File: config.mk
export PLATFORM = sky130hd
export DESIGN_NAME = hot_plug_slot_control_regs
export DESIGN_NICKNAME = d
export VERILOG_FILES = /design/src/verilog/slot_power_ctrl.v /design/src/verilog/hot_plug_slot_control_regs.v
export VERILOG_INCLUDE_DIRS = /design/src /design/src/verilog
export SDC_FILE = /design/constraint.sdc
export NUM_CORES = 1
export LEC_CHECK = 0
export ABC_AREA = 1
export BUFFER_PORTS_ARGS = -buffer_cell sky130_fd_sc_hd__buf_2
export CELL_PAD_IN_SITES_DETAIL_PLACEMENT = 1
export CELL_PAD_IN_SITES_GLOBAL_PLACEMENT = 2
export CORE_ASPECT_RATIO = 1.1
export CORE_UTILIZATION = 34
export DETAILED_ROUTE_END_ITERATION = 10
export GPL_ROUTABILITY_DRIVEN = 1
export PLACE_DENSITY = 0.94
export SETUP_SLACK_MARGIN = 0.2
export SLEW_MARGIN = 5
export SYNTH_ARGS = -nofsm -noshare
export SYNTH_HDL_FRONTEND = slang
export SYNTH_SLANG_ARGS = --single-unit
File: constraint.sdc
create_clock -name clk -period 5.1 [get_ports clk]
set_input_delay 1.53 -clock clk [delete_from_list [all_inputs] [get_ports clk]]
set_output_delay 1.53 -clock clk [all_outputs]
set_load 0.005 [all_outputs]
File: src/verilog/hotplug_consts.vh
// constants for the hot plug memory-space register bank
`ifndef HOTPLUG_CONSTS_VH
`define HOTPLUG_CONSTS_VH

// decoded window behind the memory base, 64 bytes
`define WIN_ADDR_BITS 6
// dword offsets (byte address bits 5:2 of each 32-bit lane group)
`define DW_TIMER_REQ_MISC 4'h0
`define DW_LAMP 4'h1
`define DW_IRQ_CLEAR 4'h2
`define DW_IRQ_MASK 4'h3
`define DW_SCAN_GPO 4'h4
`define DW_PLAIN_IN 4'h5
`define DW_SLOT_ID 4'hA
`define DW_REDIR_SUPPLY 4'hB
`define DW_EXT_MISC 4'hC

// printed byte offsets of the narrow registers
`define OFF_TIMER 6'h00
`define OFF_SLOT_REQ 6'h01
`define OFF_MISC 6'h02
`define OFF_GPO 6'h13
`define OFF_SLOT_ID 6'h28
`define OFF_REDIRECT 6'h2C
`define OFF_SUPPLY 6'h2D
`define OFF_EXT_MISC 6'h32

// reset values
`define RST_BYTE 8'h00
`define RST_WORD 32'h0000_0000
`define RST_IRQ_MASK 32'h0000_00FF
`define RST_MISC 16'h0000

// misc configuration field positions
`define MISC_GO 0
`define MISC_BUSY 8
`define MISC_PFE 10
`define MISC_LATCH_VIEW 13
`define MISC_SYSERR 14
// plain read/write storage bits of misc config (12,9,6,4)
`define MISC_RW_MASK 16'h1250
`define MISC_ZERO_MASK 16'h8000
// storable bits of each misc byte: plain bits and the three enables
`define MISC_LO_WR 8'h50
`define MISC_HI_WR 8'h76

// slot enable field
`define SLOT_COUNT 6
`define SLOT_REQ_MASK 8'h3F

// power fault byte inside the interrupt input register
`define IRQ_FAULT_LSB 16
`define IRQ_FAULT_BYTE_ONES 8'hFF

// sequencer phases
`define CLK_PERIOD_NS 10
`define PHASE_TIME_NS 1000
`define PHASE_CYCLES ((`PHASE_TIME_NS + `CLK_PERIOD_NS - 1) / `CLK_PERIOD_NS)
`define PHASE_CNT_W 8

`endif

File: src/verilog/slot_power_ctrl.v
// four control outputs of one slot, stepped by the shared sequencer
`timescale 1ns/1ps
`default_nettype none
module slot_power_ctrl (
  input wire clk,
  input wire rst_n,
  input wire step_fire,
  input wire step_on,
  input wire [1:0] step_num,
  input wire selected,
  output reg slot_supply_on,
  output reg slot_clock_on_n,
  output reg slot_bus_connect_n,
  output reg slot_reset_n
);
  // slot comes out of reset fully off and held in reset
  always @(posedge clk or negedge rst_n) begin
    if (!rst_n) begin
      slot_supply_on <= 1'b0;
      slot_clock_on_n <= 1'b1;
      slot_bus_connect_n <= 1'b1;
      slot_reset_n <= 1'b0;
    end else if (step_fire && selected) begin
      if (step_on) begin
        case (step_num)
          2'd0: slot_supply_on <= 1'b1;
          2'd1: slot_clock_on_n <= 1'b0;
          2'd2: slot_bus_connect_n <= 1'b0;
          default: slot_reset_n <= 1'b1;
        endcase
      end else begin
        case (step_num)
          2'd0: slot_reset_n <= 1'b0;
          2'd1: slot_bus_connect_n <= 1'b1;
          2'd2: slot_clock_on_n <= 1'b1;
          default: slot_supply_on <= 1'b0;
        endcase
      end
    end
  end
endmodule
`default_nettype wire

File: src/verilog/hot_plug_slot_control_regs.v
// hot plug memory-space register bank with slot on/off sequencer
//
// What this block does
// - decode window at memory base from config
// - offset zero timer: plain 8-bit store
// - interrupt mask low byte resets to ones
// - interrupt input bits clear on written one
// - slot enables act only after go write
// - enable 0 to 1 powers slot up
// - enable 1 to 0 powers slot down
// - disables finish before enables start
// - enable cannot be set while switch open
// - slot enable reads stored value always
// - slots A-F on bits 0-5, 7:6 reserved
// - only strapped-in slots are writable
// - misc config bit 15 reads zero
// - faults interrupt through mask independently
// - latch view shows latched fault bits
// - latch view without fault enable reads ones
// - busy bit set while sequencer runs
`timescale 1ns/1ps
`default_nettype none
`include "hotplug_consts.vh"
module hot_plug_slot_control_regs (
  input wire clk,
  input wire rst_n,
  input wire [31:0] mem_base_low,
  input wire [31:0] mem_base_high,
  input wire [31:0] mem_addr_low,
  input wire [31:0] mem_addr_high,
  input wire mem_wr,
  input wire mem_rd,
  input wire [3:0] mem_be,
  input wire [31:0] mem_wdata,
  output wire mem_hit,
  output reg [31:0] mem_rdata,
  output reg mem_rdata_valid,
  input wire [2:0] slot_count_straps,
  input wire [5:0] slot_switch_open,
  input wire [5:0] slot_power_fault,
  input wire [31:0] irq_source_events,
  input wire [31:0] plain_inputs,
  input wire serr_enable,
  output wire syserr_assert,
  output wire hotplug_irq,
  output wire sequencer_busy,
  output wire [5:0] slot_supply_on,
  output wire [5:0] slot_clock_on_n,
  output wire [5:0] slot_bus_connect_n,
  output wire [5:0] slot_reset_n
);
  localparam [1:0] S_IDLE = 2'd0;
  localparam [1:0] S_OFF = 2'd1;
  localparam [1:0] S_ON = 2'd2;
  localparam [31:0] PHASE_LAST_W = `PHASE_CYCLES - 1;
  localparam [`PHASE_CNT_W-1:0] PHASE_LAST = PHASE_LAST_W[`PHASE_CNT_W-1:0];

  reg [7:0] legacy_timer_scratch_q;
  reg [7:0] slot_power_request_q;
  reg [15:0] misc_store_q;
  reg [31:0] indicator_lamp_control_q;
  reg [31:0] irq_pending_q;
  reg [5:0] fault_latch_q;
  reg [31:0] hotplug_irq_mask_q;
  reg [15:0] scan_input_control_q;
  reg [7:0] general_output_bits_q;
  reg [7:0] slot_identifier_q;
  reg [7:0] switch_irq_redirect_q;
  reg [7:0] slot_supply_enable_q;
  reg [15:0] hotplug_extended_misc_q;
  reg [5:0] strap_slots_q;
  reg strap_taken_q;
  reg [5:0] applied_q;
  reg [5:0] off_group_q;
  reg [5:0] on_group_q;
  reg [1:0] state_q;
  reg [1:0] step_q;
  reg [`PHASE_CNT_W-1:0] cnt_q;

  wire [3:0] dw;
  wire wr;
  wire [7:0] req_d;
  wire [5:0] req_wr_ok;
  wire go_write;
  wire [5:0] turn_off;
  wire [5:0] turn_on;
  wire power_fault_enable;
  wire latch_view;
  wire step_fire;
  wire phase_end;
  wire [7:0] fault_byte;
  wire [31:0] irq_view;
  wire [31:0] irq_set;
  wire [31:0] irq_clr;
  wire [15:0] misc_view;
  reg [31:0] rd_word;
  genvar g;

  // 64-bit base; the window is aligned to its own size
  assign mem_hit = ({mem_addr_high, mem_addr_low[31:`WIN_ADDR_BITS]} ==
    {mem_base_high, mem_base_low[31:`WIN_ADDR_BITS]});
  assign dw = mem_addr_low[`WIN_ADDR_BITS-1:2];
  assign wr = mem_wr && mem_hit;

  // byte-enable merge of a written word into a stored one
  function [31:0] merge;
    input [31:0] old;
    input [31:0] data;
    input [3:0] be;
    integer i;
    begin
      merge = old;
      for (i = 0; i < 4; i = i + 1) begin
        if (be[i]) begin
          merge[8*i +: 8] = data[8*i +: 8];
        end
      end
    end
  endfunction

  // straps caught once after reset release, never under the async reset
  always @(posedge clk or negedge rst_n) begin
    if (!rst_n) begin
      strap_taken_q <= 1'b0;
      strap_slots_q <= 6'h00;
    end else if (!strap_taken_q) begin
      strap_taken_q <= 1'b1;
      case (slot_count_straps)
        3'd1: strap_slots_q <= 6'h01;
        3'd2: strap_slots_q <= 6'h03;
        3'd3: strap_slots_q <= 6'h07;
        3'd4: strap_slots_q <= 6'h0F;
        3'd5: strap_slots_q <= 6'h1F;
        3'd6: strap_slots_q <= 6'h3F;
        default: strap_slots_q <= 6'h00;
      endcase
    end
  end

  // a bit moves only for a strapped slot, and to 1 only if switch closed
  generate
    for (g = 0; g < `SLOT_COUNT; g = g + 1) begin : g_req
      assign req_wr_ok[g] = strap_slots_q[g] &&
        (!mem_wdata[8+g] || !slot_switch_open[g]);
      assign req_d[g] = (wr && mem_be[1] && dw == `DW_TIMER_REQ_MISC &&
        req_wr_ok[g]) ? mem_wdata[8+g] : slot_power_request_q[g];
    end
  endgenerate
  assign req_d[7:6] = 2'b00;

  assign go_write = wr && mem_be[2] && dw == `DW_TIMER_REQ_MISC &&
    mem_wdata[16+`MISC_GO];
  // the go write uses the enables as they stand after this same write
  assign turn_off = applied_q & ~req_d[5:0];
  assign turn_on = ~applied_q & req_d[5:0];

  assign power_fault_enable = misc_store_q[`MISC_PFE];
  assign latch_view = misc_store_q[`MISC_LATCH_VIEW];

  always @(posedge clk or negedge rst_n) begin
    if (!rst_n) begin
      legacy_timer_scratch_q <= `RST_BYTE;
      slot_power_request_q <= `RST_BYTE;
      misc_store_q <= `RST_MISC;
      indicator_lamp_control_q <= `RST_WORD;
      hotplug_irq_mask_q <= `RST_IRQ_MASK;
      scan_input_control_q <= 16'h0000;
      general_output_bits_q <= `RST_BYTE;
      slot_identifier_q <= `RST_BYTE;
      switch_irq_redirect_q <= `RST_BYTE;
      slot_supply_enable_q <= `RST_BYTE;
      hotplug_extended_misc_q <= 16'h0000;
    end else begin
      slot_power_request_q <= req_d;
      if (wr) begin
        case (dw)
          `DW_TIMER_REQ_MISC: begin
            if (mem_be[0]) begin
              legacy_timer_scratch_q <= mem_wdata[7:0];
            end
            if (mem_be[2]) begin
              misc_store_q[7:0] <= mem_wdata[23:16] & `MISC_LO_WR;
            end
            if (mem_be[3]) begin
              misc_store_q[15:8] <= mem_wdata[31:24] & `MISC_HI_WR;
            end
          end
          `DW_LAMP: indicator_lamp_control_q <= merge(
            indicator_lamp_control_q, mem_wdata, mem_be);
          `DW_IRQ_MASK: hotplug_irq_mask_q <= merge(
            hotplug_irq_mask_q, mem_wdata, mem_be);
          `DW_SCAN_GPO: begin
            if (mem_be[0]) begin
              scan_input_control_q[7:0] <= mem_wdata[7:0];
            end
            if (mem_be[1]) begin
              scan_input_control_q[15:8] <= mem_wdata[15:8];
            end
            if (mem_be[3]) begin
              general_output_bits_q <= mem_wdata[31:24];
            end
          end
          `DW_SLOT_ID: begin
            if (mem_be[0]) begin
              slot_identifier_q <= mem_wdata[7:0];
            end
          end
          `DW_REDIR_SUPPLY: begin
            if (mem_be[0]) begin
              switch_irq_redirect_q <= mem_wdata[7:0];
            end
            if (mem_be[1]) begin
              slot_supply_enable_q <= mem_wdata[15:8];
            end
          end
          `DW_EXT_MISC: begin
            if (mem_be[2]) begin
              hotplug_extended_misc_q[7:0] <= mem_wdata[23:16];
            end
            if (mem_be[3]) begin
              hotplug_extended_misc_q[15:8] <= mem_wdata[31:24];
            end
          end
          default: begin
          end
        endcase
      end
    end
  end

  // fault latches catch short pulses the raw pins would miss
  assign irq_clr = (wr && dw == `DW_IRQ_CLEAR) ?
    (mem_wdata & {{8{mem_be[3]}}, {8{mem_be[2]}}, {8{mem_be[1]}},
    {8{mem_be[0]}}}) : 32'h0000_0000;
  assign irq_set = {irq_source_events[31:24], 2'b00, slot_power_fault,
    irq_source_events[15:0]};

  always @(posedge clk or negedge rst_n) begin
    if (!rst_n) begin
      irq_pending_q <= `RST_WORD;
      fault_latch_q <= 6'h00;
    end else begin
      // a new event in the clearing cycle stays set
      irq_pending_q <= (irq_pending_q & ~irq_clr) | irq_set;
      fault_latch_q <= (fault_latch_q & ~irq_clr[21:16]) |
        (slot_power_fault & {6{power_fault_enable}});
    end
  end

  assign fault_byte = !latch_view ? {2'b00, slot_power_fault} :
    !power_fault_enable ? `IRQ_FAULT_BYTE_ONES :
    {2'b00, fault_latch_q};
  assign irq_view = {irq_pending_q[31:24], fault_byte,
    irq_pending_q[15:0]};

  // faults reach the interrupt through the mask alone
  assign hotplug_irq = |(irq_pending_q & ~hotplug_irq_mask_q);

  // clock-on marks the slot as past its clock-connect phase
  assign syserr_assert = misc_store_q[`MISC_SYSERR] && power_fault_enable && serr_enable &&
    |(slot_power_fault & ~slot_clock_on_n);

  // sequencer: one step per phase, each phase held PHASE_CYCLES
  assign step_fire = (state_q != S_IDLE) && (cnt_q == {`PHASE_CNT_W{1'b0}});
  assign phase_end = (cnt_q == PHASE_LAST);
  assign sequencer_busy = (state_q != S_IDLE);

  always @(posedge clk or negedge rst_n) begin
    if (!rst_n) begin
      state_q <= S_IDLE;
      step_q <= 2'd0;
      cnt_q <= {`PHASE_CNT_W{1'b0}};
      applied_q <= 6'h00;
      off_group_q <= 6'h00;
      on_group_q <= 6'h00;
    end else begin
      case (state_q)
        S_IDLE: begin
          // a go write while busy is dropped; software polls busy first
          if (go_write) begin
            off_group_q <= turn_off;
            on_group_q <= turn_on;
            applied_q <= req_d[5:0];
            step_q <= 2'd0;
            cnt_q <= {`PHASE_CNT_W{1'b0}};
            if (|turn_off) begin
              state_q <= S_OFF;
            end else if (|turn_on) begin
              state_q <= S_ON;
            end
          end
        end
        S_OFF, S_ON: begin
          if (!phase_end) begin
            cnt_q <= cnt_q + {{(`PHASE_CNT_W-1){1'b0}}, 1'b1};
          end else begin
            cnt_q <= {`PHASE_CNT_W{1'b0}};
            step_q <= step_q + 2'd1;
            if (step_q == 2'd3) begin
              if (state_q == S_OFF && |on_group_q) begin
                state_q <= S_ON;
              end else begin
                state_q <= S_IDLE;
              end
            end
          end
        end
        default: state_q <= S_IDLE;
      endcase
    end
  end

  generate
    for (g = 0; g < `SLOT_COUNT; g = g + 1) begin : g_slot
      slot_power_ctrl u_slot (
        .clk(clk),
        .rst_n(rst_n),
        .step_fire(step_fire),
        .step_on(state_q == S_ON),
        .step_num(step_q),
        .selected(state_q == S_ON ? on_group_q[g] : off_group_q[g]),
        .slot_supply_on(slot_supply_on[g]),
        .slot_clock_on_n(slot_clock_on_n[g]),
        .slot_bus_connect_n(slot_bus_connect_n[g]),
        .slot_reset_n(slot_reset_n[g])
      );
    end
  endgenerate

  // go reads back 0, busy reflects the sequencer, bit 15 stays 0
  assign misc_view = (misc_store_q & ~`MISC_ZERO_MASK) |
    ({15'h0000, sequencer_busy} << `MISC_BUSY);

  always @* begin
    rd_word = 32'h0000_0000;
    case (dw)
      `DW_TIMER_REQ_MISC: rd_word = {misc_view, slot_power_request_q,
        legacy_timer_scratch_q};
      `DW_LAMP: rd_word = indicator_lamp_control_q;
      `DW_IRQ_CLEAR: rd_word = irq_view;
      `DW_IRQ_MASK: rd_word = hotplug_irq_mask_q;
      `DW_SCAN_GPO: rd_word = {general_output_bits_q, 8'h00,
        scan_input_control_q};
      `DW_PLAIN_IN: rd_word = plain_inputs;
      `DW_SLOT_ID: rd_word = {24'h000000, slot_identifier_q};
      `DW_REDIR_SUPPLY: rd_word = {16'h0000, slot_supply_enable_q,
        switch_irq_redirect_q};
      `DW_EXT_MISC: rd_word = {hotplug_extended_misc_q, 16'h0000};
      default: rd_word = 32'h0000_0000;
    endcase
  end

  always @(posedge clk or negedge rst_n) begin
    if (!rst_n) begin
      mem_rdata <= 32'h0000_0000;
      mem_rdata_valid <= 1'b0;
    end else begin
      mem_rdata_valid <= mem_rd && mem_hit;
      if (mem_rd && mem_hit) begin
        mem_rdata <= rd_word;
      end
    end
  end
endmodule
`default_nettype wire

==> impl_metrics.toml, run 1 <==
[floorplanning]
initial_core_util = 0.345
dieHeight_um = 217
die-area_sq_mm = 0.0427
io-pin-count = 309
num_rows = 78
coreArea_sq_mm = 0.0413
die_w_um = 197

[clocking]
cts_buffers = 34
clkSlewWorstSetupHoldPaths_ps = 60
cts_tree = "done"
root_buffer = "clkbuf_16"
post-cts-setup-buffer-count = 0
clock_latency_ps = 510
clockBufferDepth = 3
cts.sinks = 281
htree_levels = 2
cts_resized = 0
postCtsHoldBufs = 0

[layout]
fin_nets = 2322
area.sequential_sq_mm = 0.00706
area_growth_pct = 22.4
fill_cells = 5138
multiInputGateArea_sq_mm = 0.00579
final_layout_size_suffix_gt1_frac = 0.217
final_common_cell = "nand2_1"
layout_common_cells = "494 x nand2_1, 291 x buf_2, 261 x dfrtp_1, 256 x inv_1, 227 x o21ai_0"

[worst_setup_path]
rr_endpoint = "g_slot[3].u_slot.slot_supply_on"
critPathBufInv = 3
r2r-start = "state_q[0]"
r2r_cells = 9
end_kind = "primary output"
ff2ff_setup_slack_ps = 2170
startpoint_type = "input pin"
crit_family = "simple AND/OR/NAND/NOR gates"
cp_slowest_cell = "xnor2_1"
path_cells = "buf_2, xnor2_1, nand2_1, nor2_1, nand3_1, nor2_2, nand2_1, inv_1, buf_2"
critical_path_peak_fanout = 2
startpoint = "mem_base_high[7]"
crit_type = "input pin to primary output"
cp.arrival_ps = 2660
slowest_delay_ps = 260
worst_ep_required_time_ps = 3570

[min_path]
hold_class = "flip-flop to flip-flop"
holdPathStages = 1
worstHoldStart = "mem_rdata[0]"
whs_endpoint = "mem_rdata[0]"

[detailed_routing]
dr.first_iter.drc_count = 651
postRouteAntennaNets = 0
wirelength_um = 47800
viasPerCell = 4.93
firstDrtPassIters = 5
wl_per_cell_um = 18.0
vias = 13100
drc_errors = 0

[grt]
grt_use_met3 = 0.0288
grt_pass1_vias = 14100
grtUsageTotal = 0.228
overflow = 0
grt_pass1_wl_um = 76600
grt_use_met1 = 0.292
grt.busiest_layer = "met2"
use_met2 = 0.394
grt_max_degree = 119
antenna_found_initial = 7

[timing]
fin_worst_skew_ps = 8.54
finalHoldViolCount = 0
min_period_ps = 4190
setup_tns_ps = 0
whs_ps = 471
rsz0062_at_grt = "false"
slew_headroom = 0.302
fin_crit_sh = 0.821
clock.fmax_mhz = 239
setup_viol = 0
slew_violations = 0
worst_slew_pin_slew_ps = 1040

[placement]
dp.final_hpwl_um = 35700
io_buffers = 292
globalplace.congestion = 0.842

[pwr]
leakage_nw = 9.27
max-vdd-ir-drop_v = 0.000166
power_density_mw_per_mm2 = 292

[synth]
synthCells = 1784
ys_types = 52
avgSynthCellArea_sq_um = 7.98
synth-seq-cells = 281
ys_warn_count = 0
synth_fp_nets = 2042
yosysSeqAreaShare = 0.495
synth_area_sq_mm = 0.0142

[run]
drv_cap = 0

[run_status]
status = "finished clean"
[metrics by stage]
step | setup WS (ps) | instance area [sq um] | total power, mW | std cells | utilization
6_report | 912 | 17400 | 5.09 | 2656 | 0.422
5_1_grt | 759 | 17400 | 5.28 | 2654 | 0.422
4_1_cts | 878 | 17400 | 5.16 | 2648 | 0.422
3_5_place_dp | 878 | 16200 | 2.62 | 2588 | 0.393
3_3_place_gp | 963 | 16200 | 2.60 | 2588 | 0.393
2_1_floorplan | 1350 | 14200 | 2.40 | 1784 | -
[synthesized netlist by cell type (all sizes together)]
cell	number	share of area
dfrtp	261	0.46
o2bb2ai	1	0.00062
a22oi	1	0.00053
a21boi	3	0.0016
o21bai	18	0.0098
nor3	20	0.0078
a21o	11	0.0058
nand3	35	0.014
nand2	502	0.13
nand4	17	0.010
inv	260	0.069
clkbuf	39	0.010
conb	1	0.00026
clkinv	3	0.00088
a22o	6	0.0037
a2111oi	1	0.00062
a31oi	1	0.00044
a21oi	24	0.0084
nor2	147	0.041
o211ai	1	0.00053
o41ai	3	0.0018
and3	1	0.00044
o221ai	1	0.00062
ha	10	0.0088
a221oi	23	0.014
o2111ai	8	0.0049
dfstp	20	0.037
buf	38	0.019
xnor2	10	0.0061
xor2	8	0.0049
mux2	24	0.019
nor4	10	0.0044
a221o	1	0.00070
o31ai	2	0.0011
o22ai	38	0.017
o21ai	235	0.083
[flip-flops by register name, summed over array words and instances (netlist names), 7 cells and up]
signal,flops
mem_rdata,32
hotplug_extended_misc_q,16
indicator_lamp_control_q,32
switch_irq_redirect_q,8
irq_pending_q,32
cnt_q,8
general_output_bits_q,8
hotplug_irq_mask_q,32
scan_input_control_q,16
legacy_timer_scratch_q,8
slot_identifier_q,8
slot_supply_enable_q,8
misc_store_q,7
[how the worst max path moves through the flow]
stage / endpoint / cells after the start / slack (ps)
detailed placement: mem_hit / 9 / 880
global placement: mem_hit / 9 / 960
finish: mem_hit / 9 / 910
global route: mem_hit / 9 / 760
CTS: mem_hit / 9 / 880
floorplan: mem_hit / 9 / 1350
[where the power goes]
group          internal [mW]  switching (mW)  total, mW
logic                  0.124           0.212      0.336
clock network           1.56           0.957       2.52
registers               2.24         0.00201       2.24
[metal layers]
| metal | vias to the layer above | wire [um] |
|---|---|---|
| met3 | 90 | 1660 |
| met5 | - | 12 |
| met1 | 6472 | 20800 |
| li1 | 6283 | - |
| met2 | 259 | 23900 |
| met4 | 2 | 1520 |
[final cells by class]
class,instances,area share
well taps,560,0.0402
flip-flops and latches,281,0.405
diodes,8,0.00115
repair buffers,321,0.0976
clock buffers,52,0.0621
multi-input cells,1163,0.332
clock inverters,8,0.00531
inverters,263,0.0567
[kinds of logic after synthesis]
logic type	share of synthesized area
and+or+nand+nor	0.212
AOI/OAI and AO/OA	0.155
buffers and inverters	0.0985
DFF	0.495
muxes	0.0190
xor gates and xnor gates	0.0111
adders and majority gates	0.00879
other	0.000263
[worst register-to-register path, cell delays in order (launching register included)]
cell      delay [ps]
dfrtp_1          410
inv_1             90
ha_1             320
inv_1            240
nand2_1           80
nor4_1           680
a21boi_0         660
nand2_1          140
nand2_1           80
o21ai_0           70
(Power assumes the default switching activity.)
==> inputs of run 2 (changes only) <==
CORE_UTILIZATION = 32   (was 34)
PLACE_DENSITY = 0.89   (was 0.94)
clock period = 4.32 ns   (was 5.1 ns; I/O delays follow)
==> run 2 against run 1 <==
Worst setup slack got worse by 330 ps; critical path depth fell by 1; sequential power rose by 18%; register-to-register slack lost 880 ps; clock-buffer cell count down 3; largest power group unchanged.
==> impl_metrics.toml, run 2 (synthesized netlist as in run 1, its figures left out) <==
[detailed_routing]
wirelength_um = 49300
vias = 13100
firstDrtPassIters = 5
dr.first_iter.drc_count = 654
viasPerCell = 4.92
drc_errors = 0
postRouteAntennaNets = 0
wl_per_cell_um = 18.4

[layout]
area.sequential_sq_mm = 0.00706
final_common_cell = "nand2_1"
fin_nets = 2333
layout_common_cells = "494 x nand2_1, 291 x buf_2, 261 x dfrtp_1, 256 x inv_1, 227 x o21ai_0"
final_cell_area_sq_mm = 0.0175
multiInputGateArea_sq_mm = 0.00579
area_growth_pct = 23.1
final_layout_size_suffix_gt1_frac = 0.220
final_util = 0.402
fill_cells = 5374

[placement]
dp.final_hpwl_um = 36600
place_area_sq_mm = 0.0164
io_buffers = 292
globalplace.congestion = 0.843

[clocking]
root_buffer = "clkbuf_16"
cts_resized = 0
post-cts-setup-buffer-count = 0
htree_levels = 2
cts.sinks = 281
clkSlewWorstSetupHoldPaths_ps = 60
cts_buffers = 35
clock_latency_ps = 530
postCtsHoldBufs = 0
clockBufferDepth = 3
cts_tree = "done"

[timing]
slew_violations = 0
worst_slew_pin_slew_ps = 901
min_period_ps = 3740
fin_worst_skew_ps = 28.3
finalHoldViolCount = 0
rsz0062_at_grt = "false"
slew_headroom = 0.399
fin_crit_sh = 0.865
whs_ps = 473
setup_viol = 0
clock.fmax_mhz = 268
setup_tns_ps = 0

[grt]
grt_pass1_vias = 13900
grt_pass1_wl_um = 77900
grtUsageTotal = 0.220
overflow = 0
grt_max_degree = 107
antenna_found_initial = 4

[pwr]
max-vdd-ir-drop_v = 0.000268
power_density_mw_per_mm2 = 346
finalPower_mw = 6.06
leakage_nw = 9.31

[worst_setup_path]
path_cells = "inv_1, nor2_1, a221oi_1, o2111ai_1, a2111oi_0, buf_4, nand4_1, buf_2"
critPathBufInv = 3
slowest_delay_ps = 360
cp_slowest_cell = "dfrtp_1"
crit_family = "compound AO/OA/AOI/OAI gates"
end_kind = "primary output"
cp.arrival_ps = 2440
startpoint_type = "flip-flop"
critical_path_peak_fanout = 3
worst_ep_required_time_ps = 3020
crit_type = "flip-flop to primary output"

[floorplanning]
io-pin-count = 309
die_w_um = 203
dieHeight_um = 223
die-area_sq_mm = 0.0454
coreArea_sq_mm = 0.0436
initial_core_util = 0.326
num_rows = 80

[min_path]
hold_class = "flip-flop to flip-flop"

[run_status]
status = "finished clean"

[run]
drv_cap = 0
[run 2: cell count changes in the layout (fill, tap and decap cells not counted)]
cell | previous run | this run
inv_8 | 0 | 1
inv_6 | 0 | 1
buf_4 | 28 | 36
clkinv_2 | 6 | 3
clkbuf_16 | 37 | 35
clkinvlp_4 | 1 | 3
clkbuf_1 | 5 | 7
clkbuf_8 | 10 | 7
bufinv_16 | 2 | 4
diode_2 | 8 | 2
buf_12 | 1 | 3
[run 2: final timing paths]
| path | depth (start not counted) | to | slack, ps | startpoint |
|---|---|---|---|---|
| min | 1 | mem_rdata[0] | 470 | mem_rdata[0] |
| min in group asynchronous | 1 | g_slot[0].u_slot.slot_reset_n | 810 | rst_n |
| max reg2reg | 9 | g_slot[3].u_slot.slot_supply_on | 1290 | state_q[1] |
| max in group asynchronous | 2 | hotplug_irq_mask_q[3] | 2540 | rst_n |
| max | 8 | hotplug_irq | 580 | irq_pending_q[13] |
| min reg2reg | 1 | mem_rdata[0] | 470 | mem_rdata[0] |
[run 2: metrics by stage]
stage | std cells | setup WS [ps]
floorplan | 1784 | 1040
finish | 2674 | 584
detailed placement | 2612 | 477
CTS | 2672 | 578
global route | 2673 | 404
global placement | 2612 | 524
[run 2: cell type report]
cell class / instances / area share
Sequential cell: 281 / 0.403
Multi-Input combinational cell: 1163 / 0.330
Timing Repair Buffer: 331 / 0.103
Clock buffer: 49 / 0.0570
Inverter: 263 / 0.0564
Tap cell: 574 / 0.0410
Clock inverter: 11 / 0.00985
Antenna cell: 2 / 0.000286
[run 2: worst reg2reg max path, cell delays in order, from the launching register on]
cell and delay, ps:
dfrtp_1 410, inv_1 80, ha_1 350, inv_1 260, nand2_1 80, nor4_1 730
a21boi_0 650, nand2_1 150, nand2_1 90, o21ai_0 80
[run 2: power by group]
group | switching, mW | internal, mW | leakage [nW]
sequential | 0.00263 | 2.64 | 3.18
combinational | 0.256 | 0.150 | 5.57
clock | 1.16 | 1.85 | 0.565
[run 2: layer usage]
| layer | GRT usage | part of all wire |
|---|---|---|
| met4 | 0.0497 | 0.018 |
| met5 | 0 | 0.00034 |
| met1 | 0.283 | 0.44 |
| met2 | 0.391 | 0.51 |
| met3 | 0.0269 | 0.037 |
==> inputs of run 3 (changes only) <==
ABC_AREA = 0   (was 1)
CORE_UTILIZATION = 35   (was 32)
TNS_END_PERCENT = 50   (was not set)
==> run 3 against run 2 <==
Final cell count fell by 23%; synthesized cell count fell by 31%; worst setup slack got worse by 290 ps; largest cell class unchanged; wire length fell by 8.4%; critical endpoint is now mem_hit; combinational power fell by 14%; worst hold slack improved by 5.3 ps; largest power group unchanged; critical path type is now input pin to primary output.
==> impl_metrics.toml, run 3 <==
[floorplanning]
coreArea_sq_mm = 0.0382
dieHeight_um = 208
initial_core_util = 0.355
die_w_um = 190
num_rows = 75
io-pin-count = 309
die-area_sq_mm = 0.0395

[clocking]
clkSlewWorstSetupHoldPaths_ps = 50
clockBufferDepth = 3
htree_levels = 2
postCtsHoldBufs = 0
root_buffer = "clkbuf_16"
cts_resized = 0
cts_tree = "done"
cts_buffers = 34
cts.sinks = 281
post-cts-setup-buffer-count = 0
clock_latency_ps = 530

[placement]
io_buffers = 292
pre_cts_slack_ps = 144
globalplace.congestion = 0.865
placed_cells = 1981
dp.final_hpwl_um = 32700

[synth]
yosysSeqAreaShare = 0.520
yosys.area.top_type = "dfrtp_1"
async_flop_share = 1.00
avgSynthCellArea_sq_um = 11.0
synth_top_area_frac = 0.482
dominantRegCellSynth = "dfrtp_1"
synth_fp_nets = 1487
synth-edff-count = 0
ys_warn_count = 0
ys_top_cells_by_count = "261 x dfrtp_1, 150 x nand2_1, 141 x mux2_2, 61 x inv_1, 54 x o21ai_0"
synth_area_sq_mm = 0.0136
yosysMostFrequentCell = "dfrtp_1"
synth-seq-cells = 281
synthTopCellsByArea = "dfrtp_1 48%, mux2_2 12%, nand2_1 4.2%, dfstp_2 3.9%, a221oi_1 2.6%"
ys_types = 67
synthCells = 1229

[worst_setup_path]
end_kind = "primary output"
cp.arrival_ps = 2730
r2r_cells = 8
startpoint_type = "input pin"
critical_path_peak_fanout = 5
crit_type = "input pin to primary output"
worst_ep_required_time_ps = 3020

[timing]
min_period_ps = 4030
slew_headroom = 0.402
setup_tns_ps = 0
worst_slack_ps = 290
fin_worst_skew_ps = 28.7
finalHoldViolCount = 0
fin_crit_sh = 0.933
rsz0062_at_grt = "false"
clock.fmax_mhz = 248
setup_viol = 0
slew_violations = 0
worst_slew_pin_slew_ps = 898

[layout]
fin_nets = 1775
instances_no_fill = 2049
area_growth_pct = 23.5
final_common_cell = "buf_2"
layout_common_cells = "291 x buf_2, 261 x dfrtp_1, 150 x nand2_1, 141 x mux2_2, 61 x inv_1"
final_layout_size_suffix_gt1_frac = 0.364
final_util = 0.439
fill_cells = 4257

[grt]
grtUsageTotal = 0.231
antenna_found_initial = 7
grt_pass1_vias = 12200
grt_max_degree = 115
grt_pass1_wl_um = 70300
overflow = 0

[pwr]
finalPower_mw = 5.85
leakage_nw = 8.19
power_density_mw_per_mm2 = 349
max-vdd-ir-drop_v = 0.000233

[min_path]
holdPathStages = 1
hold_class = "flip-flop to flip-flop"

[detailed_routing]
postRouteAntennaNets = 0
wirelength_um = 45200
viasPerCell = 5.45
dr.first_iter.drc_count = 679
firstDrtPassIters = 5
vias = 11200
wl_per_cell_um = 22.0
drc_errors = 0

[run_status]
status = "finished clean"

[run]
drv_cap = 0
run 3: cell type report:
cell class	instances	area [sq um]	share of cell area
antenna	6	15.0	0.000896
clock buffer	53	1000	0.0599
clock inverter	9	121	0.00724
inverter	63	236	0.0141
multi-input combinational	810	5920	0.353
sequential	281	7060	0.421
tap	500	626	0.0373
timing repair buffer	327	1770	0.106
run 3: report_power, final:
group / leakage [nW] / internal [mW] / switching (mW) / total [mW]
Combinational: 3.98 / 0.140 / 0.209 / 0.349
Clock: 0.548 / 1.68 / 1.17 / 2.85
Sequential: 3.66 / 2.64 / 0.00740 / 2.65
run 3: per-stage QoR:
stage               cell area, sq um  hold WS (ps)
finish                         16800           479
floorplan                      13600           444
global route                   16700           491
detailed placement             15600           471
CTS                            16700           483
global placement               15600           462
run 3: worst paths after layout:
| check | startpoint | to | slack [ps] |
|---|---|---|---|
| min | irq_pending_q[19] | irq_pending_q[19] | 480 |
| max | mem_base_low[27] | mem_hit | 290 |
| max in group asynchronous | rst_n | fault_latch_q[4] | 2540 |
| max reg2reg | state_q[0] | g_slot[5].u_slot.slot_supply_on | 1750 |
| min reg2reg | irq_pending_q[19] | irq_pending_q[19] | 480 |
| min in group asynchronous | rst_n | indicator_lamp_control_q[7] | 860 |
run 3: routing by layer:
| metal | vias up | global-route usage | share of wire |
|---|---|---|---|
| met5 | - | 0 | 0.00024 |
| met4 | 2 | 0.0837 | 0.032 |
| met3 | 88 | 0.0385 | 0.052 |
| met2 | 335 | 0.377 | 0.48 |
| met1 | 5718 | 0.306 | 0.44 |
| li1 | 5030 | - | - |
run 3: worst max-delay path, stage by stage:
cell and delay, ps:
buf_2 120, xnor2_1 160, nand4_1 210, nor4_2 410, and4_1 370, buf_2 160
run 3: kinds of logic after synthesis:
logic type | count (synthesis) | synth area share
buffers and inverters | 138 | 0.0455
multiplexers | 150 | 0.124
AND/OR/NAND/NOR | 281 | 0.0967
flip-flops | 281 | 0.520
XOR/XNOR | 60 | 0.0387
other | 1 | 0.000277
adder cells (fa/ha/maj) | 10 | 0.00923
AO/OA/AOI/OAI | 308 | 0.165
